File: src/design/dcp_pkg.sv
// Package with the constants and types of the DSP and sample clock PLL block.
package dcp_pkg;

    // Register byte addresses.
    localparam logic [7:0] ADDR_CORE_CTRL  = 8'h00;
    localparam logic [7:0] ADDR_CORE_IN    = 8'h04;
    localparam logic [7:0] ADDR_CORE_STAT  = 8'h08;
    localparam logic [7:0] ADDR_FRAME_CTRL = 8'h0c;
    localparam logic [7:0] ADDR_FRAME_STAT = 8'h10;
    localparam logic [7:0] ADDR_FLAGS      = 8'h14;

    // Field positions.
    localparam int CORE_TURBO_BIT   = 5;
    localparam int STAT_OVER_BIT    = 20;
    localparam int STAT_VALID_BIT   = 21;
    localparam int STAT_HALVE_BIT   = 22;
    localparam int STAT_LOCK_BIT    = 23;
    localparam int FRAME_MULT_LSB   = 2;
    localparam int FRAME_LOCK_BIT   = 16;
    localparam int FLAG_DRV_LSB     = 3;
    localparam int FLAG_PIN_LSB     = 8;

    // Values after reset.
    localparam logic [4:0]  RST_DIV_CODE = 5'h00;
    localparam logic        RST_TURBO    = 1'b1;
    localparam logic [15:0] RST_IN_KHZ   = 16'h3000;
    localparam logic [1:0]  RST_RANGE    = 2'h1;
    localparam logic [2:0]  RST_MULT_SEL = 3'h2;

    // Divider codes and their multiplication factors.
    localparam logic [4:0] CODE_10H = 5'h10;
    localparam logic [4:0] CODE_09H = 5'h09;
    localparam logic [4:0] CODE_03H = 5'h03;
    localparam logic [4:0] CODE_00H = 5'h00;
    localparam logic [4:0] CODE_0BH = 5'h0b;
    localparam logic [8:0] FACT_10H = 9'd272;
    localparam logic [8:0] FACT_09H = 9'd227;
    localparam logic [8:0] FACT_03H = 9'd198;
    localparam logic [8:0] FACT_00H = 9'd181;
    localparam logic [8:0] FACT_0BH = 9'd244;
    localparam int         FACT_SHIFT = 5;
    localparam logic [19:0] CORE_MAX_KHZ = 20'd70000;

    // Frame PLL settings.
    localparam logic [1:0] RANGE_LOW  = 2'h1;
    localparam logic [1:0] RANGE_HIGH = 2'h0;
    localparam logic [2:0] MSEL_512 = 3'h4;
    localparam logic [2:0] MSEL_384 = 3'h3;
    localparam logic [2:0] MSEL_256 = 3'h2;
    localparam logic [2:0] MSEL_192 = 3'h1;
    localparam logic [2:0] MSEL_128 = 3'h0;
    localparam logic [15:0] FRAME_TOL = 16'h0002;

    // Timing.
    localparam int CLK_KHZ        = 10000;
    localparam int CORE_SETTLE_NS = 50000;
    localparam int CORE_SETTLE_CYC = (CORE_SETTLE_NS * (CLK_KHZ / 1000) + 999) / 1000;

    typedef struct packed {
        logic [2:0] value;
        logic [2:0] oe_n;
    } dcp_flag_drive_type;

endpackage

File: src/design/dcp_clock_ctrl.sv
// Clock control for the DSP core PLL and the frame-locked sample clock PLL.
`timescale 1ns/1ns
`default_nettype none
module dcp_clock_ctrl
(
    // Clock and reset.
    input  wire logic        CLK_SYS,
    input  wire logic        SRST,
    // Wishbone slave.
    input  wire logic        WB_CYC_I,
    input  wire logic        WB_STB_I,
    input  wire logic        WB_WE_I,
    input  wire logic [7:0]  WB_ADR_I,
    input  wire logic [3:0]  WB_SEL_I,
    input  wire logic [31:0] WB_DAT_I,
    output var  logic        WB_ACK_O,
    output var  logic [31:0] WB_DAT_O,
    // Core PLL.
    input  wire logic        HALVE_CLK_IN,
    output var  logic        CORE_REF_HALF,
    output var  logic [19:0] CORE_FREQ_KHZ,
    output var  logic        CORE_PLL_LOCKED,
    // Frame PLL.
    input  wire logic        FRAME_SYNC_INPUT,
    output var  logic        SAMPLE_MULTIPLE_CLOCK_OUT,
    output var  logic        FRAME_LOCKED_PLL,
    // Flag pins.
    input  wire logic        CORE_FLAG_PIN_A_I,
    input  wire logic        CORE_FLAG_PIN_B_I,
    input  wire logic        CORE_FLAG_PIN_C_I,
    output var  logic        CORE_FLAG_PIN_A_O,
    output var  logic        CORE_FLAG_PIN_B_O,
    output var  logic        CORE_FLAG_PIN_C_O,
    output var  logic        CORE_FLAG_PIN_A_OE_N,
    output var  logic        CORE_FLAG_PIN_B_OE_N,
    output var  logic        CORE_FLAG_PIN_C_OE_N
);

    typedef struct packed {
        logic                    ack;
        logic [31:0]             rdata;
        logic [4:0]              div_code;
        logic                    turbo;
        logic [15:0]             in_khz;
        logic [1:0]              range;
        logic [2:0]              mult_sel;
        logic [2:0]              flag_val;
        logic [2:0]              flag_drv;
        dcp_pkg::dcp_flag_drive_type pins;
        logic                    halve;
        logic                    ref_half;
        logic [19:0]             core_khz;
        logic [15:0]             settle;
        logic                    core_lock;
        logic                    fs_q;
        logic [15:0]             fs_cnt;
        logic [15:0]             period;
        logic                    fs_lock;
        logic [19:0]             acc;
        logic [1:0]              phase;
        logic                    smp_clk;
    } dcp_state_type;

    dcp_state_type st;
    dcp_state_type next_st;

    logic [8:0]  factor;
    logic        code_valid;
    logic [15:0] eff_khz;
    logic [24:0] product;
    logic [19:0] raw_khz;
    logic [9:0]  multiple;
    logic        duty_third;
    logic [19:0] step;
    logic [19:0] acc_sum;
    logic [15:0] diff;
    logic        fs_rise;
    logic        req;
    logic [2:0]  pin_level;
    logic        core_steady;
    logic        core_in_range;

    // Factor for each known divider code; other codes leave the core PLL unlocked.
    always_comb
    begin
        factor = 9'h000;
        code_valid = 1'b1;
        case (st.div_code)
            dcp_pkg::CODE_10H: factor = dcp_pkg::FACT_10H;
            dcp_pkg::CODE_09H: factor = dcp_pkg::FACT_09H;
            dcp_pkg::CODE_03H: factor = dcp_pkg::FACT_03H;
            dcp_pkg::CODE_00H: factor = dcp_pkg::FACT_00H;
            dcp_pkg::CODE_0BH: factor = dcp_pkg::FACT_0BH;
            default:           code_valid = 1'b0;
        endcase
    end

    // Output multiple and duty selection.
    always_comb
    begin
        duty_third = 1'b0;
        case (st.mult_sel)
            dcp_pkg::MSEL_512:
            begin
                multiple = 10'd512;
                duty_third = (st.range == dcp_pkg::RANGE_HIGH);
            end
            dcp_pkg::MSEL_384: multiple = 10'd384;
            dcp_pkg::MSEL_256: multiple = 10'd256;
            dcp_pkg::MSEL_192: multiple = 10'd192;
            default:           multiple = 10'd128;
        endcase
    end

    assign pin_level = {CORE_FLAG_PIN_C_I, CORE_FLAG_PIN_B_I, CORE_FLAG_PIN_A_I};
    assign req       = WB_CYC_I && WB_STB_I && !st.ack;

    always_comb
    begin
        next_st = st;
        // Halved input is what the core PLL sees when the pin is high.
        eff_khz = st.halve ? {1'b0, st.in_khz[15:1]} : st.in_khz;
        product = eff_khz * factor;
        raw_khz = product[24:dcp_pkg::FACT_SHIFT];
        if (!st.turbo)
        begin
            raw_khz = {1'b0, raw_khz[19:1]};
        end
        if (duty_third)
        begin
            step = 20'(multiple * 3);
        end
        else
        begin
            step = 20'(multiple * 2);
        end
        acc_sum = st.acc + step;
        fs_rise = FRAME_SYNC_INPUT && !st.fs_q;
        if (st.fs_cnt > st.period)
        begin
            diff = st.fs_cnt - st.period;
        end
        else
        begin
            diff = st.period - st.fs_cnt;
        end
        // Lock is judged on the value being registered, so it never stands beside an out-of-range frequency.
        core_steady   = (raw_khz == st.core_khz) && (st.halve == HALVE_CLK_IN);
        core_in_range = (raw_khz != 20'h00000) && (raw_khz <= dcp_pkg::CORE_MAX_KHZ);

        // Bus slave: one wait state, ack drops in the cycle after it was given.
        next_st.ack = req;
        next_st.rdata = 32'h0000_0000;
        if (req && WB_WE_I)
        begin
            if (WB_ADR_I == dcp_pkg::ADDR_CORE_CTRL)
            begin
                if (WB_SEL_I[0])
                begin
                    next_st.div_code = WB_DAT_I[4:0];
                    next_st.turbo = WB_DAT_I[dcp_pkg::CORE_TURBO_BIT];
                end
            end
            else if (WB_ADR_I == dcp_pkg::ADDR_CORE_IN)
            begin
                if (WB_SEL_I[0])
                begin
                    next_st.in_khz[7:0] = WB_DAT_I[7:0];
                end
                if (WB_SEL_I[1])
                begin
                    next_st.in_khz[15:8] = WB_DAT_I[15:8];
                end
            end
            else if (WB_ADR_I == dcp_pkg::ADDR_FRAME_CTRL)
            begin
                if (WB_SEL_I[0])
                begin
                    next_st.range = WB_DAT_I[1:0];
                    next_st.mult_sel = WB_DAT_I[dcp_pkg::FRAME_MULT_LSB +: 3];
                end
            end
            else if (WB_ADR_I == dcp_pkg::ADDR_FLAGS)
            begin
                if (WB_SEL_I[0])
                begin
                    next_st.flag_val = WB_DAT_I[2:0];
                    next_st.flag_drv = WB_DAT_I[dcp_pkg::FLAG_DRV_LSB +: 3];
                end
            end
        end
        else if (req)
        begin
            if (WB_ADR_I == dcp_pkg::ADDR_CORE_CTRL)
            begin
                next_st.rdata = {26'h0, st.turbo, st.div_code};
            end
            else if (WB_ADR_I == dcp_pkg::ADDR_CORE_IN)
            begin
                next_st.rdata = {16'h0, st.in_khz};
            end
            else if (WB_ADR_I == dcp_pkg::ADDR_CORE_STAT)
            begin
                next_st.rdata = {8'h0, st.core_lock, st.halve, code_valid,
                                 (st.core_khz > dcp_pkg::CORE_MAX_KHZ), st.core_khz};
            end
            else if (WB_ADR_I == dcp_pkg::ADDR_FRAME_CTRL)
            begin
                next_st.rdata = {27'h0, st.mult_sel, st.range};
            end
            else if (WB_ADR_I == dcp_pkg::ADDR_FRAME_STAT)
            begin
                next_st.rdata = {15'h0, st.fs_lock, st.period};
            end
            else if (WB_ADR_I == dcp_pkg::ADDR_FLAGS)
            begin
                next_st.rdata = {21'h0, pin_level, 2'h0, st.flag_drv, st.flag_val};
            end
        end

        // Flag pins: enable is low while the pin is driven.
        next_st.pins.value = st.flag_val;
        next_st.pins.oe_n  = ~st.flag_drv;

        // Core PLL: halved reference and settling after any change.
        next_st.halve = HALVE_CLK_IN;
        next_st.ref_half = st.halve ? !st.ref_half : 1'b0;
        next_st.core_khz = raw_khz;
        if (!core_steady)
        begin
            next_st.settle = 16'(dcp_pkg::CORE_SETTLE_CYC);
        end
        else if (st.settle != 16'h0000)
        begin
            next_st.settle = st.settle - 16'h0001;
        end
        // Lock is held low while the core clock is zero or above its limit; the frequency itself is not clamped.
        next_st.core_lock = (st.settle == 16'h0000) && code_valid && core_steady && core_in_range;

        // Frame PLL: measure the frame period and lock on two matching periods.
        next_st.fs_q = FRAME_SYNC_INPUT;
        if (fs_rise)
        begin
            next_st.fs_cnt = 16'h0001;
            next_st.period = st.fs_cnt;
            next_st.fs_lock = (diff <= dcp_pkg::FRAME_TOL) && (st.fs_cnt != 16'h0000);
        end
        else if (st.fs_cnt != 16'hffff)
        begin
            next_st.fs_cnt = st.fs_cnt + 16'h0001;
        end
        else
        begin
            next_st.fs_lock = 1'b0;
        end

        // Phase accumulator: 2 or 3 steps per output period, restarting at each frame sync rise.
        if (!st.fs_lock || st.period == 16'h0000)
        begin
            next_st.acc = 20'h00000;
            next_st.phase = 2'h0;
            next_st.smp_clk = 1'b0;
        end
        else
        begin
            if (fs_rise)
            begin
                next_st.acc = 20'h00000;
                next_st.phase = 2'h0;
            end
            else if (acc_sum >= {4'h0, st.period})
            begin
                next_st.acc = acc_sum - {4'h0, st.period};
                if (next_st.acc >= {4'h0, st.period})
                begin
                    next_st.acc = 20'h00000;
                end
                if (duty_third)
                begin
                    next_st.phase = (st.phase == 2'h2) ? 2'h0 : st.phase + 2'h1;
                end
                else
                begin
                    next_st.phase = {1'b0, !st.phase[0]};
                end
            end
            else
            begin
                next_st.acc = acc_sum;
            end
            next_st.smp_clk = duty_third ? (next_st.phase != 2'h2) : !next_st.phase[0];
        end
    end

    always_ff @(posedge CLK_SYS)
    begin
        if (SRST)
        begin
            st.ack       <= 1'b0;
            st.rdata     <= 32'h0000_0000;
            st.div_code  <= dcp_pkg::RST_DIV_CODE;
            st.turbo     <= dcp_pkg::RST_TURBO;
            st.in_khz    <= dcp_pkg::RST_IN_KHZ;
            st.range     <= dcp_pkg::RST_RANGE;
            st.mult_sel  <= dcp_pkg::RST_MULT_SEL;
            st.flag_val  <= 3'h0;
            st.flag_drv  <= 3'h0;
            st.pins      <= '{value: 3'h0, oe_n: 3'h7};
            st.halve     <= 1'b0;
            st.ref_half  <= 1'b0;
            st.core_khz  <= 20'h00000;
            st.settle    <= 16'(dcp_pkg::CORE_SETTLE_CYC);
            st.core_lock <= 1'b0;
            st.fs_q      <= 1'b0;
            st.fs_cnt    <= 16'h0000;
            st.period    <= 16'h0000;
            st.fs_lock   <= 1'b0;
            st.acc       <= 20'h00000;
            st.phase     <= 2'h0;
            st.smp_clk   <= 1'b0;
        end
        else
        begin
            st <= next_st;
        end
    end

    assign WB_ACK_O                  = st.ack;
    assign WB_DAT_O                  = st.rdata;
    assign CORE_REF_HALF             = st.ref_half;
    assign CORE_FREQ_KHZ             = st.core_khz;
    assign CORE_PLL_LOCKED           = st.core_lock;
    assign SAMPLE_MULTIPLE_CLOCK_OUT = st.smp_clk;
    assign FRAME_LOCKED_PLL          = st.fs_lock;
    assign CORE_FLAG_PIN_A_O         = st.pins.value[0];
    assign CORE_FLAG_PIN_B_O         = st.pins.value[1];
    assign CORE_FLAG_PIN_C_O         = st.pins.value[2];
    assign CORE_FLAG_PIN_A_OE_N      = st.pins.oe_n[0];
    assign CORE_FLAG_PIN_B_OE_N      = st.pins.oe_n[1];
    assign CORE_FLAG_PIN_C_OE_N      = st.pins.oe_n[2];

endmodule
`default_nettype wire

File: config.mk
export PLATFORM = sky130hd
export DESIGN_NAME = dcp_clock_ctrl
export DESIGN_NICKNAME = d
export VERILOG_FILES = /design/src/design/dcp_pkg.sv /design/src/design/dcp_clock_ctrl.sv
export SDC_FILE = /design/constraint.sdc
export NUM_CORES = 1
export LEC_CHECK = 0
export ABC_CLOCK_PERIOD_IN_PS = 9400
export BUFFER_PORTS_ARGS = -buffer_cell sky130_fd_sc_hd__buf_2
export CORE_UTILIZATION = 30
export DETAILED_ROUTE_END_ITERATION = 10
export GPL_TIMING_DRIVEN = 0
export SYNTH_ARGS = -nofsm -noshare
export SYNTH_HDL_FRONTEND = slang
export SYNTH_SLANG_ARGS = --single-unit
File: constraint.sdc
create_clock -name CLK_SYS -period 9.4 [get_ports CLK_SYS]
set_input_delay 0.94 -clock CLK_SYS [delete_from_list [all_inputs] [get_ports CLK_SYS]]
set_output_delay 0.94 -clock CLK_SYS [all_outputs]
set_load 0.05 [all_outputs]
After elaboration in Yosys (flattened, before gate mapping)
Cells that the tools add are included.
{"block": "word_totals", "register_bits": 168, "latchBits": 0, "ramBits": 0, "romBits": 0, "inputBits": 54, "elab_cells": 135, "memories": 0}
{"block": "classes", "n_addsub": 7, "multipliers": 2, "div_mod_pow": 0, "order_cmp": 6, "n_eq_ne": 19, "n_shift": 0, "n_mux": 26, "n_bitwise": 7, "n_reduce_logical": 40}
{"operator": "$mux W20", "n": 3}
{"operator": "$mux W16", "n": 3}
{"operator": "$pmux W9 S5", "n": 1}
{"operator": "$mux W22", "n": 2}
{"operator": "$ge A20 B16 Y1", "n": 2}
{"operator": "$pmux W10 S4", "n": 1}
{"operator": "$mux W17", "n": 2}
{"operator": "$logic_not A16 Y1", "n": 2}
{"operator": "$reduce_bool A16 Y1", "n": 2}
{"operator": "$sub A16 B16 Y16", "n": 2}
{"operator": "$mul A16 B9 Y25", "n": 1}
{"operator": "$mux W24", "n": 1}
{"operator": "$add A20 B20 Y20", "n": 1}
{"operator": "$eq A20 B20 Y1", "n": 1}
{"operator": "$gt A20 B17 Y1 const B", "n": 1}
{"operator": "$le A20 B17 Y1 const B", "n": 1}
{"operator": "$reduce_bool A20 Y1", "n": 1}
{"operator": "$sub A20 B16 Y20", "n": 1}
{"operator": "$add A16 B1 Y16 const B", "n": 1}
{"operator": "$eq A8 B4 Y1 const B", "n": 2}
{"operator": "$eq A8 B5 Y1 const B", "n": 2}
{"operator": "$gt A16 B16 Y1", "n": 1}
{"operator": "$le A16 B2 Y1 const B", "n": 1}
{"operator": "$ne A16 B16 Y1 const B", "n": 1}
{"operator": "other kinds (36)", "n": 71}

Depth between registers and ports, before layout
Gate-level depths: netlist of the first run.
{"block": "depth", "word_depth": 13, "ltp_mapped": 29, "ltp_nobuf": 27}

Least setup slack after synthesis of the first run
OpenSTA, ideal clock, no wires.
{"block": "synth_timing", "kind": "register to register", "from": "register st[131] (netlist bit)", "to": "register st, in the netlist CORE_PLL_LOCKED", "setup_ns": 0.103, "arrival_time_ns": 6.986, "required_time_ns": 9.297, "slack_ns": 2.311, "path_stages_with_launch": 27, "path_buffers": 4, "period_less_slack_ns": 7.089, "cell_sequence": "dfxtp_1 > clkbuf_1 > nor3_1 > a21oi_1 > nor3_1 > clkbuf_1 > nand2_1 > fa_1 > inv_1 > fa_1 > inv_1 > fa_1 > fa_1 > inv_1 > ha_1 > clkbuf_1 > o21ai_0 > o21ai_0 > a211oi_1 > o21a_1 > xor2_1 > nor2_1 > a211o_1 > a2111oi_4 > nand3_1 > buf_6 > a2111oi_2"}
{"block": "synth_via", "elab_chain_cells": 8}
{"item": "start, declared", "line": "dcp_clock_ctrl.sv:64", "source": "dcp_state_type st;"}
{"item": "start signal, assigned", "line": "dcp_clock_ctrl.sv:324", "source": "st <= next_st;"}
{"item": "parallel branches: the longest is 7 deep, another holds $mul A16 B9 Y25"}
{"item": "$logic_and A1 B1 Y1 (*)", "line": "dcp_clock_ctrl.sv:238", "source": "next_st.core_lock = (st.settle == 16'h0000) && code_valid && core_steady && core_in_range;"}
Every way passes the cells marked *.
A chain may end at the register's enable or synchronous reset.

Final worst setup path of the first run
Same ends and word-level chain as after synthesis.

==> run metrics, run 1 <==
worst endpoint required time 9710 ps; synth warn 0; R2R Setup Slk 520 ps; Fmax 0.113 GHz; EDFF count, synth 0; max layer used met4; port bufs 89; worst-case clock buffer depth 2; length of routed met2 wiring 24.7 mm; Die X 232 um; worst skew pair latency 450 ps; min Tclk post-route 8880 ps; final number of setup-violating endpoints 0; share of the clock period used by the worst path 0.945; Reg2Reg Capture Point CORE_PLL_LOCKED; Crit. End Element flop; peak supply drop 0.117 mV; first-pass GRT wire length 80.2 mm; Hold-fix buffers, CTS 0; gr ovfl total 0; HPWL Detailed 41.2 mm; Setup TNS Final 0 ps; Hold Path Sink CORE_REF_HALF; Synth Flop Type dfxtp_1; layout cells sized above 1 0.108; worst hold path type flop to flop; cell area after synthesis 15800 sq um; Yosys reg bits 160; clock-pin slew on the worst setup and hold paths 80 ps; WL per Instance 18.4 um; pin count of the biggest net entering global routing 20; WL met3 2.76 mm; maxcap violations 0; Initial DRC Count 1163; ys async rst share 0; Yosys cell types 90; worst reg2reg path depth 27; TritonCTS sink count 160; Tightest Pin Transition 1180 ps; GRT Total Usage 0.191; PwrDens 99.9 nW/um^2; Leak 7.90 nW; Clock Skews 15.8 ps; GP Congestion 0.953; cell count after synthesis 1955; num ports 117; Starting Density 0.306; relative slew slack 0.205; DRT antenna net count 0; Worst Hold Depth 1; vias post-DR 14600; vias in the first global route 14400; row count 83; CP Class flop to flop; startpoint types flop; RSZ-0062 raised after global routing no; nets@finish 2348; Max Transition Viols Final 0; Met1 Wirelength 22.0 mm; Synth-to-Final Area Change 12.4%; TritonCTS clock tree done; Core Area 51700 sq um; diode count 0; Die ar. 53600 sq um; WL final 51.1 mm; final hold vios 0; clk root buf clkbuf_16; Num CTS Buffers 17; htree depth 4; initial antenna violation count 0; final core utilization 0.343; DR DRC count 0; die height 232 um; Hold Startpoint CORE_REF_HALF; status completed; syn avg cell area 8.08 sq um; vias per cell 5.27; Reg-to-Reg Start st[131]; DRT Pass-1 Iters 5; Worst Path Max Fanout 10; sequential element share of the synthesized area 0.203; Critical Path AT 9190 ps
-- layer usage --
| metal | global-route usage | vias to the layer above |
|---|---|---|
| li1 | - | 6977 |
| met1 | 0.244 | 7080 |
| met2 | 0.328 | 445 |
| met3 | 0.0229 | 78 |
| met4 | 0.0724 | 0 |
| met5 | 0 | - |
-- critical path, cell delays in order (launching register included) --
cell,delay [ps]
dfxtp_1,300
clkbuf_1,200
nor3_1,450
a21oi_1,110
nor3_1,680
clkbuf_1,460
nand2_1,150
fa_1,560
inv_1,50
fa_1,490
inv_1,50
fa_1,490
fa_1,580
inv_1,50
ha_1,270
clkbuf_1,360
nand3_1,130
nor4_1,180
a21oi_1,170
a211oi_1,440
buf_2,340
mux2i_1,360
o21ai_0,140
or4b_1,570
nor4_2,420
nand3_1,200
buf_6,200
a2111oi_2,340
-- synthesized netlist by cell type (16+ instances only) --
master,instances,area share
nor4_1,26,0.010
a21o_1,30,0.014
nor3_1,55,0.017
nor2b_1,39,0.015
xor2_1,25,0.014
ha_1,130,0.10
fa_1,88,0.11
nand2_1,156,0.037
dfxtp_1,160,0.20
a32o_1,16,0.010
a211oi_1,20,0.0095
o21a_1,18,0.0086
o21ai_0,52,0.016
nand4_1,29,0.011
a21oi_1,102,0.032
nor2_1,232,0.055
inv_1,179,0.043
nand3_1,42,0.013
clkbuf_1,68,0.016
mux2_2,21,0.015
nand2b_1,20,0.0079
and2_1,16,0.0063
mux2i_1,77,0.049
buf_4,53,0.025
xnor2_1,66,0.037
-- kinds of logic (layout without fill, tap and decap cells) --
kind of cell,count (synthesis),after routing,synth area share
XOR/XNOR,92,92,0.0519
flip-flops,160,160,0.203
AO/OA/AOI/OAI,377,377,0.166
buffers and inverters,316,438,0.0890
other,1,13,0.000237
multiplexers,100,100,0.0653
AND/OR/NAND/NOR,691,691,0.210
adder cells (fa/ha/maj),218,218,0.214
-- worst max-delay path by stage --
| stage | startpoint | end | slack (ps) |
|---|---|---|---|
| 2_1_floorplan | st[131] | CORE_PLL_LOCKED | 2310 |
| 3_3_place_gp | st[131] | CORE_PLL_LOCKED | 640 |
| 3_5_place_dp | st[131] | CORE_PLL_LOCKED | 500 |
| 4_1_cts | st[131] | CORE_PLL_LOCKED | 460 |
| 5_1_grt | st[131] | CORE_PLL_LOCKED | 70 |
| 6_report | st[131] | CORE_PLL_LOCKED | 520 |
-- stage by stage --
| step | cell area (sq um) | setup slack, ps | cells | hold WS [ps] | power (mW) |
|---|---|---|---|---|---|
| global route | 17800 | 73.0 | 2769 | 434 | 1.84 |
| finish | 17800 | 518 | 2769 | 419 | 1.77 |
| detailed placement | 17100 | 502 | 2736 | 406 | 1.06 |
| global placement | 17100 | 640 | 2736 | 408 | 1.06 |
| CTS | 17800 | 456 | 2768 | 426 | 1.78 |
| floorplan | 15800 | 2310 | 1967 | 370 | 0.962 |
-- timing repair --
action                                  in CTS  in global routing
setup buffers                                0                  0
hold endpoints to repair                     0                  0
endpoints found under the setup margin       0                  1
gates resized for setup                      0                  1
-- registers in the layout, indices dropped and copies added (netlist names), named ones only --
signal                     cells
CORE_FREQ_KHZ                 20
CORE_FLAG_PIN_C_O              1
FRAME_LOCKED_PLL               1
CORE_FLAG_PIN_A_O              1
CORE_PLL_LOCKED                1
WB_ACK_O                       1
WB_DAT_O                      24
st                            96
CORE_FLAG_PIN_C_OE_N           1
SAMPLE_MULTIPLE_CLOCK_OUT      1
CORE_REF_HALF                  1
CORE_FLAG_PIN_B_O              1
next_st                        3
CORE_FLAG_PIN_A_OE_N           1
CORE_FLAG_PIN_B_OE_N           1
-- layout make-up --
class / instances / area [sq um]
timing repair buffer: 90 / 450
inverter: 181 / 679
fill: 5502 / 34000
buffer: 135 / 727
clock buffer: 17 / 425
sequential: 160 / 3200
tap: 680 / 851
clock inverter: 15 / 181
multi-input combinational: 1491 / 11200
-- power by group --
group / internal, mW / switching (mW)
Sequential: 0.686 / 0.0145
Combinational: 0.127 / 0.225
Clock: 0.362 / 0.359
Total: 1.17 / 0.599
-- cell usage in the layout, fill, tap and decap left out, types with 29 or more instances in the layout --
cell / Yosys / final
mux2i_1: 77 / 77
dfxtp_1: 160 / 160
nor2b_1: 39 / 39
clkbuf_1: 68 / 68
o21ai_0: 52 / 52
nand3_1: 42 / 42
buf_4: 53 / 53
nor3_1: 55 / 55
nor2_1: 232 / 232
nand2_1: 156 / 156
fa_1: 88 / 88
a21oi_1: 102 / 102
a21o_1: 30 / 30
nand4_1: 29 / 29
ha_1: 130 / 130
inv_1: 179 / 179
buf_2: 5 / 95
xnor2_1: 66 / 66
(Power assumes the default switching activity.)
==> inputs of run 2 (changes only) <==
--- a/config.mk
+++ b/config.mk
@@ -10,6 +10,7 @@
 export CORE_UTILIZATION = 30
 export DETAILED_ROUTE_END_ITERATION = 10
 export GPL_TIMING_DRIVEN = 0
+export SLEW_MARGIN = 30
 export SYNTH_ARGS = -nofsm -noshare
 export SYNTH_HDL_FRONTEND = slang
 export SYNTH_SLANG_ARGS = --single-unit
==> constraint.sdc (replaced) <==
create_clock -name CLK_SYS -period 9.4 [get_ports CLK_SYS]
set_input_delay 0.94 -clock CLK_SYS [delete_from_list [all_inputs] [get_ports CLK_SYS]]
set_output_delay 0.94 -clock CLK_SYS [all_outputs]
set_load 0.1 [all_outputs]
==> run metrics, run 2 (same netlist as run 1, synthesis figures left out) <==
final number of setup-violating endpoints 0; Die X 232 um; first-pass GRT wire length 80.3 mm; Post-CTS Setup Inserts 0; Fmax 0.114 GHz; TritonCTS clock tree done; layout cells sized above 1 0.109; Final Instance Count excl. Fillers 2768; Worst Path Max Fanout 10; diode count 0; Tightest Pin Transition 1020 ps; num ports 117; gr ovfl total 0; placed cells 2736; Reg2Reg Capture Point CORE_PLL_LOCKED; initial antenna violation count 0; Hold Path Sink CORE_REF_HALF; Leak 7.90 nW; Crit. End Element flop; R2R Setup Slk 630 ps; HPWL Detailed 41.2 mm; FILL cells 5467; nets@finish 2347; CP Class flop to flop; relative slew slack 0.320; PwrDens 101 nW/um^2; worst hold path type flop to flop; max FFs per register 96; TritonCTS sink count 160; share of the clock period used by the worst path 0.933; Initial DRC Count 1078; clk root buf clkbuf_16; DRT Pass-1 Iters 8; vias per cell 5.27; Core Area 51700 sq um; Reg-to-Reg Start st[95]; status completed; DRT antenna net count 0; die height 232 um; startpoint types flop; GP Congestion 0.953; htree depth 4; commonest non-fill, non-tap cell in the layout nor2_1; most frequent cells in the layout nor2_1 (232), inv_1 (179), dfxtp_1 (160); pin count of the biggest net entering global routing 19; worst-case clock buffer depth 2; RSZ-0062 raised after global routing no; Worst Hold Depth 1; worst reg2reg path depth 23; Setup TNS Final 0 ps; row count 83; Max Transition Viols Final 0; Hold Startpoint CORE_REF_HALF; worst endpoint required time 9700 ps; Die ar. 53600 sq um; Synth-to-Final Area Change 12.4%; final hold vios 0; Num CTS Buffers 17; WL final 50.9 mm; Critical Path AT 9060 ps; DR DRC count 0; min Tclk post-route 8770 ps; Starting Density 0.306; WL per Instance 18.4 um; peak supply drop 0.118 mV; vias in the first global route 14400; Hold-fix buffers, CTS 0; Clock Skews 15.9 ps; Biggest register st; maxcap violations 0; port bufs 89; worst skew pair latency 450 ps; clock-pin slew on the worst setup and hold paths 80 ps; GRT Total Usage 0.191; vias post-DR 14600
==> run 2: cell count changes in the layout (fill, tap and decap cells not counted), moves of 2 or more <==
cell,change
nor3_2,+3
nor3_1,-3
inv_8,-2
clkinv_4,+3
clkinvlp_4,-2
==> run 2: cell type report <==
cell class,instances,area (sq um),area share
multi-input combinational,1491,11300,0.634
sequential,160,3200,0.180
tap,680,851,0.0479
buffer,135,727,0.0409
inverter,181,679,0.0382
timing repair buffer,89,445,0.0251
clock buffer,17,425,0.0239
clock inverter,15,175,0.00986
==> run 2: through the flow <==
stage / hold slack (ps) / worst slack [ps] / util / area (sq um) / power [mW]
final: 416 / 634 / 0.344 / 17800 / 1.79
after global routing: 434 / 148 / 0.344 / 17800 / 1.86
after CTS: 420 / 487 / 0.343 / 17800 / 1.79
after detailed placement: 406 / 570 / 0.332 / 17200 / 1.09
after global placement: 408 / 640 / 0.332 / 17100 / 1.09
after floorplan: 370 / 2310 / - / 15800 / 0.991
==> run 2: metal layers <==
layer,wire [um],vias up,track usage
met2,24600,427,0.327
met4,1430,0,0.0677
li1,-,6968,-
met5,0,-,0
met3,2660,81,0.0251
met1,22200,7099,0.245
==> run 2: how the worst max path moves through the flow <==
stage	start	endpoint	depth (start not counted)
finish	st[95]	CORE_PLL_LOCKED	23
floorplan	st[131]	CORE_PLL_LOCKED	26
CTS	st[131]	CORE_PLL_LOCKED	26
global route	st[131]	CORE_PLL_LOCKED	27
global placement	st[131]	CORE_PLL_LOCKED	27
detailed placement	st[131]	CORE_PLL_LOCKED	26
==> run 2: power breakdown <==
part           switching (mW)  internal (mW)
clock network           0.351          0.358
logic                   0.254          0.127
registers              0.0147          0.686
==> run 2: critical path: stages (launching register included) <==
cell	delay [ps]
dfxtp_1	310
buf_2	230
buf_1	530
clkbuf_1	670
mux2i_1	500
nor2_1	120
fa_1	530
fa_1	540
fa_1	540
inv_1	70
fa_1	590
inv_1	60
ha_1	390
o21ai_0	320
nor4_1	100
a211oi_1	810
o21a_1	290
xor2_1	430
nor2_1	130
a211o_1	330
a2111oi_4	380
nand3_1	180
buf_6	190
a2111oi_2	350
==> run 2: repair_timing <==
item | CTS | global route
endpoints found under the hold margin | 0 | 0
setup endpoints to repair | 0 | 1
resized for setup | 0 | 1
==> inputs of run 3 (changes only) <==
--- a/config.mk
+++ b/config.mk
@@ -5,7 +5,7 @@
 export SDC_FILE = /design/constraint.sdc
 export NUM_CORES = 1
 export LEC_CHECK = 0
-export ABC_CLOCK_PERIOD_IN_PS = 9400
+export ABC_CLOCK_PERIOD_IN_PS = 8700
 export BUFFER_PORTS_ARGS = -buffer_cell sky130_fd_sc_hd__buf_2
 export CORE_UTILIZATION = 30
 export DETAILED_ROUTE_END_ITERATION = 10
==> constraint.sdc (replaced) <==
create_clock -name CLK_SYS -period 8.7 [get_ports CLK_SYS]
set_input_delay 0.87 -clock CLK_SYS [delete_from_list [all_inputs] [get_ports CLK_SYS]]
set_output_delay 0.87 -clock CLK_SYS [all_outputs]
set_load 0.1 [all_outputs]
==> run metrics, run 3 (same netlist as run 1, synthesis figures left out) <==
status completed; worst skew pair latency 450 ps; final number of setup-violating endpoints 0; DRT antenna net count 0; Clock Power Share 0.396; relative slew slack 0.338; Hold-fix buffers, CTS 0; maxcap violations 0; final core utilization 0.344; Initial DRC Count 1103; RSZ-0062 raised after global routing no; GRT busiest layer met2; Worst Path Max Fanout 10; worst hold path type flop to flop; layout cells sized above 1 0.112; Setup TNS Final 0 ps; num ports 117; Psw 0.670 mW; commonest non-fill, non-tap cell in the layout nor2_1; diode count 0; Die ar. 53600 sq um; Logic pwr share 0.213; Starting Density 0.306; TritonCTS sink count 160; GP Congestion 0.953; GRT Total Usage 0.192; startpoint types flop; Crit. End Element flop; worst-case clock buffer depth 2; peak supply drop 0.127 mV; met3 Resource Use GR 0.0251; HPWL Detailed 41.2 mm; initial antenna violation count 0; met2 track demand over resource 0.327; Setup WS pre-CTS -130 ps; first-pass GRT wire length 80.4 mm; max FFs per register 96; pin count of the biggest net entering global routing 19; Worst path max stage delay 770 ps; port bufs 89; clock-pin slew on the worst setup and hold paths 80 ps; slowest CP cell o21bai_1; PnR worst setup slack 402 ps; vias per cell 5.27; Core Area 51700 sq um; htree depth 4; Biggest register st; gr ovfl total 0; share of the clock period used by the worst path 0.954; TritonCTS clock tree done; Die X 232 um; Pint 1.26 mW; Clock Skews 14.8 ps; Critical Path AT 8600 ps; nets@finish 2345; vias in the first global route 14400; vias post-DR 14600; DR DRC count 0; Leak 7.92 nW; met1 usage 0.245; Post-CTS Setup Inserts 0; Fmax 0.121 GHz; die height 232 um; worst endpoint required time 9000 ps; Tightest Pin Transition 966 ps; DRT Pass-1 Iters 8; sw frac 0.346; most used cell, CP fa_1; Synth-to-Final Area Change 12.5%; WL per Instance 18.4 um; most frequent cells in the layout nor2_1 (232), inv_1 (179), dfxtp_1 (160); CP Class flop to flop; final hold vios 0; PwrDens 109 nW/um^2; Max Transition Viols Final 0; clk root buf clkbuf_16; min Tclk post-route 8300 ps; Num CTS Buffers 17; Flop pwr share 0.391; row count 83; Pwr Total 1.94 mW; WL final 50.9 mm
run 3: cell types whose count changed in the layout (fill, tap and decap cells not counted), sizes merged:
cell    before  now
buf        156  155
clkbuf      85   84
run 3: metrics by stage:
stage	area, sq um	hold WS, ps	cells
after global placement	17100	408	2736
after CTS	17800	420	2768
after floorplan	15800	370	1967
final	17800	416	2766
after global routing	17800	434	2766
after detailed placement	17200	406	2736
run 3: routing by layer:
layer  vias to the layer above  share of wire
li1                       6955              -
met1                      7079           0.43
met2                       447           0.48
met3                        82          0.054
met4                         0          0.028
met5                         -              0
run 3: final cells by class:
class | count | area (sq um)
clock buffer | 17 | 425
sequential | 160 | 3200
tap | 680 | 851
multi-input combinational | 1491 | 11300
inverter | 181 | 679
clock inverter | 15 | 175
buffer | 133 | 726
timing repair buffer | 89 | 445
fill | 5469 | 33900
run 3: worst paths after layout:
check,start,end,slack [ps],cells past startpoint
min,CORE_REF_HALF,CORE_REF_HALF,420,1
max reg2reg,st[133],CORE_PLL_LOCKED,400,25
min reg2reg,CORE_REF_HALF,CORE_REF_HALF,420,1
max,st[133],CORE_PLL_LOCKED,400,25
run 3: what timing repair did:
action,CTS,global route
setup endpoints to repair,1,17
cloned,0,0
gates resized for setup,2,12
hold endpoints to repair,0,0
run 3: worst max-delay path: cells and delay by family, from the launching register on:
family / cells / cell delay, ps
buffers and inverters: 6 / 1330
muxes: 1 / 330
DFF: 1 / 300
adders and majority gates: 5 / 2330
AOI/OAI and AO/OA: 6 / 2070
and+or+nand+nor: 7 / 1760
run 3: power groups by stage:
stage	combinational (mW)	clock, mW	sequential (mW)
after floorplan	0.301	0	0.770
after global placement	0.401	0	0.773
after CTS	0.406	0.776	0.756
after detailed placement	0.403	0	0.773
final	0.412	0.767	0.757
after global routing	0.445	0.805	0.758
